`config.mk`:
```
export PLATFORM = sky130hd
export DESIGN_NAME = system_oscillator_select
export DESIGN_NICKNAME = d
export VERILOG_FILES = /design/src/design/osc_select_pkg.sv /design/src/design/system_oscillator_select.sv
export SDC_FILE = /design/constraint.sdc
export NUM_CORES = 1
export LEC_CHECK = 0
export ABC_AREA = 0
export BUFFER_PORTS_ARGS = -buffer_cell sky130_fd_sc_hd__buf_2
export CAP_MARGIN = 10
export CORE_AREA = 2 2 87 89
export CTS_CLUSTER_DIAMETER = 200
export DETAILED_ROUTE_END_ITERATION = 8
export DIE_AREA = 0 0 89 91
export GPL_TIMING_DRIVEN = 0
export PLACE_DENSITY = 0.74
export REMOVE_ABC_BUFFERS = 1
export SLEW_MARGIN = 10
export SYNTH_ARGS = -nofsm -noshare
export SYNTH_HDL_FRONTEND = slang
export SYNTH_SLANG_ARGS = --single-unit
export TNS_END_PERCENT = 50
```
`constraint.sdc`:
```
create_clock -name clk_i -period 5.82 [get_ports clk_i]
set_clock_uncertainty 0.15 [all_clocks]
set_input_delay 0.873 -clock clk_i [delete_from_list [all_inputs] [get_ports clk_i]]
set_output_delay 0.873 -clock clk_i [all_outputs]
set_load 0.01 [all_outputs]
```
`src/design/osc_select_pkg.sv`:
```
// Constants, field layouts and carrier types for the oscillator selector.
// Assumes one 250 MHz core clock that samples every oscillator as a level.
package osc_select_pkg;

  ////////////////////////////////////////////////////////////////////////////
  // Timing
  localparam int CLK_MHZ      = 250;
  localparam int STARTUP_US   = 1000;
  localparam int STARTUP_CYC  = STARTUP_US * CLK_MHZ;
  localparam int STARTUP_W    = 20;

  ////////////////////////////////////////////////////////////////////////////
  // Register offsets
  localparam logic [7:0] ADDR_SYS_CTRL  = 8'h00;
  localparam logic [7:0] ADDR_FRC_CTRL  = 8'h01;
  localparam logic [7:0] ADDR_SXT_CTRL  = 8'h02;
  localparam logic [7:0] ADDR_PIN_CTRL  = 8'h03;
  localparam logic [7:0] ADDR_STATUS    = 8'h04;

  // system_clock_control_reg fields
  localparam int SEL_LSB      = 5;
  localparam int HSS_BIT      = 3;
  localparam int LSS_BIT      = 2;
  localparam int FH_IDLE_BIT  = 1;
  localparam int FS_IDLE_BIT  = 0;

  // Other field positions
  localparam int FRC_MATCH_BIT  = 2;
  localparam int SXT_EN_BIT     = 0;
  localparam int SXT_READY_BIT  = 1;
  localparam int ST_SLOW_BIT    = 0;
  localparam int ST_SWITCH_BIT  = 1;
  localparam int ST_READY_BIT   = 2;
  localparam int ST_HALT_BIT    = 3;

  // Encodings
  localparam logic [2:0] SEL_SLOW   = 3'h7;
  localparam logic       HS_CRYSTAL = 1'b0;
  localparam logic       LS_CRYSTAL = 1'b0;

  // Oscillator input order
  localparam int OSC_FXT = 0;
  localparam int OSC_FRC = 1;
  localparam int OSC_SXT = 2;
  localparam int OSC_SRC = 3;

  // Reset values: fast RC, undivided, slow RC
  localparam logic [2:0] SEL_RST  = 3'h0;
  localparam logic       HSS_RST  = 1'b1;
  localparam logic       LSS_RST  = 1'b1;

  ////////////////////////////////////////////////////////////////////////////
  // Types
  typedef enum logic {
    SW_RUN  = 1'b0,
    SW_PARK = 1'b1
  } sw_state_t;

  typedef struct packed {
    logic [7:0] addr;
    logic [7:0] wdata;
    logic       wr;
    logic       rd;
  } bus_req_t;

  typedef struct packed {
    logic sys;
    logic fh;
    logic fsub;
    logic wdt;
    logic tbase;
  } clk_out_t;

endpackage

```
`src/design/system_oscillator_select.sv`:
```
// System clock source selector with glitch-free switching and dividers.
// Assumes oscillators arrive as free-running levels far slower than clk_i,
// and that halt_i comes from logic on clk_i.
//
// Overview of operation
// - The system clock follows the fast or slow source named by sysclk_select and may be changed at any time.
// - The slow source is the slow crystal, once it is ready, or else the slow RC oscillator, per low_speed_source_sel.
// - The fast source is the fast crystal or fast RC oscillator per high_speed_source_sel.
// - The same sysclk_select field sets the delivered system clock rate.
// - One fast and one slow oscillator are always selected; no empty choice exists.
// - The fast RC oscillator runs at 8, 12 or 16 MHz as chosen by a fixed configuration option.
// - With both pin-sharing bits set, writing slow_crystal_enable to 1 starts the slow crystal, which then needs a start-up delay.
// - The oscillators also clock the watchdog and the time base.
// - In sleep or idle the system clock is gated off while a separate clock may keep timers running.
// - Pin-sharing bits decide whether the slow crystal pins serve the oscillator or other functions.
// - In fast mode the fast clock is divided by 1 up to 64 per sysclk_select.
`timescale 1ns/1ns

module system_oscillator_select #(
  parameter int STARTUP_CYCLES = osc_select_pkg::STARTUP_CYC
) (
  // Clock, reset, enable
  input  wire logic                      clk_i,
  input  wire logic                      reset_i,
  input  wire logic                      ce_i,
  // Register port
  input  wire osc_select_pkg::bus_req_t  bus_i,
  output      logic [7:0]                rdata_o,
  // Oscillator levels and configuration option
  input  wire logic [3:0]                osc_i,
  input  wire logic [1:0]                fast_rc_cfg_i,
  input  wire logic                      halt_i,
  // Clock and control outputs
  output      osc_select_pkg::clk_out_t  clocks_o,
  output      logic [1:0]                fast_rc_freq_o,
  output      logic                      slow_crystal_run_o,
  output      logic [1:0]                slow_crystal_pins_osc_o
);
  import osc_select_pkg::*;

  typedef struct packed {
    logic [3:0]           sync1;
    logic [3:0]           sync2;
    logic                 fh_prev;
    logic [5:0]           div_cnt;
    logic [2:0]           sysclk_select;
    logic                 high_speed_source_sel;
    logic                 low_speed_source_sel;
    logic                 fh_idle_en;
    logic                 fs_idle_en;
    logic [1:0]           fast_rc_freq_sel;
    logic [1:0]           rc_cfg;
    logic                 slow_crystal_enable;
    logic [1:0]           pins_osc;
    logic [STARTUP_W-1:0] start_cnt;
    logic                 sxt_ready;
    sw_state_t            sw_state;
    logic [2:0]           cur_sel;
    logic                 cur_hs;
    logic                 cur_ls_xt;
    logic                 xt_run;
    logic                 sys_gate;
    logic                 fh_gate;
    logic                 fs_gate;
    clk_out_t             clocks;
    logic [7:0]           rdata;
  } state_t;

  localparam state_t STATE_RST = '{
    sysclk_select:         SEL_RST,
    high_speed_source_sel: HSS_RST,
    low_speed_source_sel:  LSS_RST,
    cur_sel:               SEL_RST,
    cur_hs:                HSS_RST,
    sw_state:              SW_RUN,
    sys_gate:              1'b1,
    fh_gate:               1'b1,
    fs_gate:               1'b1,
    default:               '0
  };

  localparam logic [STARTUP_W-1:0] START_LAST =
    STARTUP_W'(STARTUP_CYCLES - 1);

  state_t q;
  state_t d;

  logic       fh_lvl;
  logic       fsub_lvl;
  logic       cur_lvl;
  logic       new_lvl;
  logic       sxt_run;
  logic       fh_on;
  logic       fs_on;
  logic       fh_new;
  logic       fsub_new;
  logic       ls_pick;
  logic       sel_diff;
  logic [7:0] sys_reg;

  ////////////////////////////////////////////////////////////////////////////
  // Level of the clock delivered for a given select value
  function automatic logic sel_level(input logic [2:0] sel,
                                     input logic       fh,
                                     input logic       fsub,
                                     input logic [5:0] cnt);
    logic lvl;
    lvl = fh;
    if (sel == SEL_SLOW) begin
      lvl = fsub;
    end else if (sel != 3'h0) begin
      lvl = cnt[sel - 3'h1];
    end
    return lvl;
  endfunction

  ////////////////////////////////////////////////////////////////////////////
  // Next state
  always_comb begin
    d        = q;
    fh_lvl   = 1'b0;
    fsub_lvl = 1'b0;
    cur_lvl  = 1'b0;
    new_lvl  = 1'b0;
    sxt_run  = 1'b0;
    fh_on    = 1'b0;
    fs_on    = 1'b0;
    fh_new   = 1'b0;
    fsub_new = 1'b0;
    ls_pick  = 1'b0;
    sel_diff = 1'b0;
    sys_reg  = {q.sysclk_select, 1'b0, q.high_speed_source_sel,
                q.low_speed_source_sel, q.fh_idle_en, q.fs_idle_en};
    if (reset_i) begin
      d = STATE_RST;
      d.rc_cfg = fast_rc_cfg_i;
    end else if (ce_i) begin
      d.sync1 = osc_i;
      d.sync2 = q.sync1;

      // one-bit select
      // Live picks follow the applied selection, new picks the registers
      fh_lvl = (q.cur_hs == HS_CRYSTAL) ? q.sync2[OSC_FXT]
                                        : q.sync2[OSC_FRC];
      fh_new = (q.high_speed_source_sel == HS_CRYSTAL) ? q.sync2[OSC_FXT]
                                                       : q.sync2[OSC_FRC];
      ls_pick  = (q.low_speed_source_sel == LS_CRYSTAL) && q.sxt_ready;
      fsub_lvl = q.cur_ls_xt ? q.sync2[OSC_SXT] : q.sync2[OSC_SRC];
      fsub_new = ls_pick ? q.sync2[OSC_SXT] : q.sync2[OSC_SRC];

      d.fh_prev = fh_lvl;
      if (fh_lvl && !q.fh_prev) begin
        d.div_cnt = q.div_cnt + 6'h01;
      end

      sxt_run = q.slow_crystal_enable && (q.pins_osc == 2'h3);
      if (!sxt_run) begin
        d.start_cnt = '0;
        d.sxt_ready = 1'b0;
      end else if (!q.sxt_ready) begin
        if (q.start_cnt == START_LAST) begin
          d.sxt_ready = 1'b1;
        end else begin
          d.start_cnt = q.start_cnt + STARTUP_W'(1);
        end
      end

      cur_lvl = sel_level(q.cur_sel, fh_lvl, fsub_lvl, q.div_cnt);
      new_lvl = sel_level(q.sysclk_select, fh_new, fsub_new, q.div_cnt);
      sel_diff = {q.sysclk_select, q.high_speed_source_sel, ls_pick} !=
                 {q.cur_sel, q.cur_hs, q.cur_ls_xt};

      // park while low
      // Source bits and crystal readiness also park, so no oscillator
      // swap ever reaches the live path in mid-pulse
      case (q.sw_state)
        SW_RUN: begin
          if (sel_diff && !cur_lvl) begin
            d.sw_state = SW_PARK;
          end
        end
        SW_PARK: begin
          if (!new_lvl) begin
            d.cur_sel   = q.sysclk_select;
            d.cur_hs    = q.high_speed_source_sel;
            d.cur_ls_xt = ls_pick;
            // Restart edge detection on the new fast source
            d.fh_prev   = fh_new;
            d.sw_state  = SW_RUN;
          end
        end
        default: begin
          d.sw_state = SW_RUN;
        end
      endcase

      fh_on = !(halt_i && !q.fh_idle_en);
      fs_on = !(halt_i && !q.fs_idle_en);
      if (!cur_lvl) begin
        d.sys_gate = !halt_i;
      end
      if (!fh_lvl) begin
        d.fh_gate = fh_on;
      end
      if (!fsub_lvl) begin
        d.fs_gate = fs_on;
      end
      d.clocks.sys   = (q.sw_state == SW_RUN) && q.sys_gate && cur_lvl;
      d.clocks.fh    = q.fh_gate && fh_lvl;
      d.clocks.fsub  = q.fs_gate && fsub_lvl;
      d.clocks.wdt   = q.sync2[OSC_SRC];
      d.clocks.tbase = q.fs_gate && fsub_lvl;

      // Register writes
      if (bus_i.wr) begin
        case (bus_i.addr)
          ADDR_SYS_CTRL: begin
            d.sysclk_select         = bus_i.wdata[SEL_LSB +: 3];
            d.high_speed_source_sel = bus_i.wdata[HSS_BIT];
            d.low_speed_source_sel  = bus_i.wdata[LSS_BIT];
            d.fh_idle_en            = bus_i.wdata[FH_IDLE_BIT];
            d.fs_idle_en            = bus_i.wdata[FS_IDLE_BIT];
          end
          ADDR_FRC_CTRL: begin
            d.fast_rc_freq_sel = bus_i.wdata[1:0];
          end
          ADDR_SXT_CTRL: begin
            d.slow_crystal_enable = bus_i.wdata[SXT_EN_BIT];
          end
          ADDR_PIN_CTRL: begin
            d.pins_osc = bus_i.wdata[1:0];
          end
          default: begin
          end
        endcase
      end

      d.xt_run = d.slow_crystal_enable && (d.pins_osc == 2'h3);

      // Register reads, data valid one cycle later only
      d.rdata = 8'h00;
      if (bus_i.rd) begin
        case (bus_i.addr)
          ADDR_SYS_CTRL: begin
            d.rdata = sys_reg;
          end
          ADDR_FRC_CTRL: begin
            d.rdata = {5'h00, q.fast_rc_freq_sel == q.rc_cfg,
                       q.fast_rc_freq_sel};
          end
          ADDR_SXT_CTRL: begin
            d.rdata[SXT_EN_BIT]    = q.slow_crystal_enable;
            d.rdata[SXT_READY_BIT] = q.sxt_ready;
          end
          ADDR_PIN_CTRL: begin
            d.rdata = {6'h00, q.pins_osc};
          end
          ADDR_STATUS: begin
            d.rdata[ST_SLOW_BIT]   = (q.cur_sel == SEL_SLOW);
            d.rdata[ST_SWITCH_BIT] = (q.sw_state == SW_PARK);
            d.rdata[ST_READY_BIT]  = q.sxt_ready;
            d.rdata[ST_HALT_BIT]   = halt_i;
          end
          default: begin
            d.rdata = 8'h00;
          end
        endcase
      end
    end
  end

  ////////////////////////////////////////////////////////////////////////////
  // State register
  always_ff @(posedge clk_i) begin
    q <= d;
  end

  ////////////////////////////////////////////////////////////////////////////
  // Outputs
  assign rdata_o                 = q.rdata;
  assign clocks_o                = q.clocks;
  assign fast_rc_freq_o          = q.rc_cfg;
  assign slow_crystal_run_o      = q.xt_run;
  assign slow_crystal_pins_osc_o = q.pins_osc;

endmodule

```
==> flow_summary.ini <==
[power]
swShare_pct = 22.9
ir_worst_vdd_v = 0.000192
switching_power_uw = 238
p_clk_share_pct = 46.6
p_per_area_nw_per_um2 = 249
p_int_uw = 801
p_comb_share_pct = 5.4
power.total_mw = 1.04
leakagePower_nw = 1.63
seq_power_share_pct = 48.0

[floorplan]
die_h_um = 91
core.rowCount = 31
num_io_pins = 46
die_w_um = 89
initial_core_util_pct = 53.2
coreArea_sq_um = 7140
die_area_sq_um = 8100

[clock_network]
cts.clk_slew.worst_paths_ns = 0.08
cts.path.max_buffers = 2
cts_buffers = 9
cts_setup_buffers = 0
root_buffer = clkbuf_8
cts.sinks = 71
cts_tree = built
holdBufCountCts = 0
cts.htree.levels = 3
cts_resized = 0
clock_latency_ns = 0.34

[placement]
hpwl_mm = 5.38
portBuffers = 43
placed_cells = 545
routabilityCongestion = 0.847

[setup_path]
crit_cells = 6
crit_family = buffers and inverters
worstSetupPathType = input port to flop
slowest_stage = nor3_1
crit_arrival_ns = 3.09
rr_endpoint = q[18]
critPathLaunchType = input port
worst-r2r-setup-slack_ns = 3.21
path_buf_inv = 2
reg2reg_depth = 7
path_max_fanout = 32
worstSetupEndpointType = flop
r2r_start = q[55]
required_ns = 5.87
cp_cell_sequence = buf_2 > inv_1 > nor3_1 > nand4_1 > xor2_1 > nor2_1
max_stage_delay_ns = 0.73

[sta]
worst_slew_pin_slew_ns = 0.924
min_period_ns = 3.03
fmax_mhz = 330
tns_ns = 0
slew_headroom_pct = 38.4
finalHoldViolations = 0
rsz0062_at_grt = no
fin_crit_sh_pct = 52.1
final_max_slew_viol_count = 0
setup_viol = 0

[final_layout]
antenna_cells = 0
stdcell_count = 561
fillCellCount = 645
drive_gt1_share_pct = 16.7
area_growth_pct = 9.85
fin_nets = 493

[synthesis]
seq_area_frac_synth_pct = 38.0
synth_area_sq_um = 3800
ys.flop_type = dfxtp_1
avgSynthCellArea_sq_um = 8.61
ys_warn_count = 0
synth-seq-cells = 71
async_reset_ff_share_pct = 0
synth_cells = 441
synth-edff-count = 2
yosysUniqueCellTypes = 59

[detailed_routing]
vias_per_cell = 5.56
routed-via-count = 3118
wl_per_cell_um = 14.0
drc_errors = 0
drt_pass1_iterations = 5
final_antenna_net_count = 0
drtIter0Drc = 132
wl_mm = 7.85

[global_routing]
grt-ovfl-total = 0
antenna_found_initial = 0
track_usage_pct = 20.3
grt_pass1_wl_mm = 13.3
grt_pass1_vias = 2937
grt_max_degree = 53

[min_path]
whs_path_depth = 2
worst_hold_path_type = flop to flop
whs_endpoint = rdata_o[5]
worstHoldStart = rdata_o[5]

[outcome]
status = finished clean

[job]
drv_cap = 0
cell families after synthesis:
family | share of synthesized area [%]
AND/OR/NAND/NOR | 25.0
adder cells (fa/ha/maj) | 2.64
buffers and inverters | 7.12
flip-flops | 38.0
other | 0.0988
XOR/XNOR | 4.15
multiplexers | 11.9
AO/OA/AOI/OAI | 11.2
per-stage QoR:
step / instance area [sq um] / util [%] / worst slack, ns / hold slack, ns
floorplan: 3590 / - / 3.10 / 0.306
global placement: 3930 / 55.0 / 2.41 / 0.301
detailed placement: 3930 / 55.0 / 2.40 / 0.308
CTS: 4170 / 58.4 / 2.78 / 0.320
global route: 4170 / 58.4 / 2.57 / 0.333
finish: 4170 / 58.4 / 2.79 / 0.314
cells in the mapped netlist, types with 2 or more instances:
| cell type | n | share of area [%] |
|---|---|---|
| buf_4 | 17 | 3.4 |
| a31oi_1 | 3 | 0.49 |
| nand4_1 | 9 | 1.5 |
| inv_1 | 15 | 1.5 |
| edfxtp_1 | 2 | 1.6 |
| buf_2 | 3 | 0.40 |
| a21oi_1 | 21 | 2.8 |
| o2bb2ai_1 | 2 | 0.46 |
| mux2_2 | 4 | 1.2 |
| or4_1 | 3 | 0.59 |
| a211o_1 | 2 | 0.46 |
| nor2_1 | 51 | 5.0 |
| dfxtp_1 | 69 | 36 |
| or3_1 | 11 | 1.8 |
| mux4_2 | 2 | 1.2 |
| and3_1 | 5 | 0.82 |
| nor3_1 | 12 | 1.6 |
| a31o_2 | 2 | 0.46 |
| nand2b_1 | 3 | 0.49 |
| a32oi_1 | 3 | 0.69 |
| xor2_1 | 10 | 2.3 |
| nor3_2 | 2 | 0.53 |
| and4b_1 | 2 | 0.53 |
| a211oi_1 | 2 | 0.40 |
| nand3_1 | 15 | 2.0 |
| nor4_4 | 2 | 1.1 |
| nand3b_1 | 2 | 0.40 |
| nor2b_1 | 7 | 1.2 |
| nand2_1 | 41 | 4.1 |
| and2_1 | 2 | 0.33 |
| or2_2 | 2 | 0.33 |
| ha_1 | 8 | 2.6 |
| o21ai_0 | 16 | 2.1 |
| mux2i_1 | 36 | 9.5 |
| xnor2_1 | 8 | 1.8 |
| a21o_1 | 3 | 0.59 |
| nor4_1 | 5 | 0.82 |
| clkbuf_1 | 18 | 1.8 |
flip-flops by register name, summed over array words and instances (netlist names):
| register | cells |
|---|---|
| clocks_o | 4 |
| fast_rc_freq_o | 2 |
| q | 55 |
| rdata_o | 7 |
| slow_crystal_pins_osc_o | 2 |
| slow_crystal_run_o | 1 |
power by group through the flow:
stage	combinational, mW	clock [mW]	sequential [mW]
3_5_place_dp	0.0558	0	0.510
3_3_place_gp	0.0549	0	0.510
2_1_floorplan	0.0254	0	0.510
5_1_grt	0.0626	0.512	0.499
4_1_cts	0.0562	0.490	0.499
6_report	0.0560	0.484	0.498
layout make-up:
cell class | count | area [sq um] | area share (%)
clock inverter | 7 | 121 | 2.91
sequential | 71 | 1440 | 34.6
timing repair buffer | 43 | 215 | 5.16
clock buffer | 9 | 124 | 2.97
tap | 99 | 124 | 2.97
multi-input combinational | 316 | 2080 | 50.0
inverter | 16 | 60.1 | 1.44
worst register-to-register path: stages (launching register included):
cell     delay [ns]
dfxtp_1        0.55
inv_1          0.12
ha_1           0.37
mux4_2         0.36
nand2_1        0.09
a21oi_1        0.13
nor4_4         0.53
mux2i_1        0.25
routing by layer:
metal	part of all wire [%]	global-route usage, %	up-vias
met4	1.8	8.08	0
met1	48	27.4	1461
met2	47	31.9	69
met3	3.5	3.55	14
li1	-	-	1574
met5	0	0	-
worst max-delay path by stage:
stage                     slack (ns)       from    end
after CTS                       2.78       ce_i  q[63]
after global placement          2.41       ce_i  q[62]
after detailed placement        2.40       ce_i  q[63]
after floorplan                 3.10  bus_i[15]  q[53]
final                           2.79       ce_i  q[63]
after global routing            2.57       ce_i  q[63]
cells in the final DEF, fill, tap and decap left out, drive strengths merged, types with 4 or more instances in the layout:
cell    Yosys  final
mux2i      36     36
xnor2       8      8
xor2       10     10
a21oi      21     21
nand4       9      9
or3        11     11
dfxtp      69     69
mux2        4      4
clkinv      1      5
ha          8      8
inv        15     15
and3        5      5
buf        20     43
nor4        7      7
nand3      15     15
nor3       14     14
o21ai      16     16
clkbuf     18      9
or4         4      4
nor2       51     51
nor2b       7      7
nand2      41     41
Power figures use the tool's default switching activity.
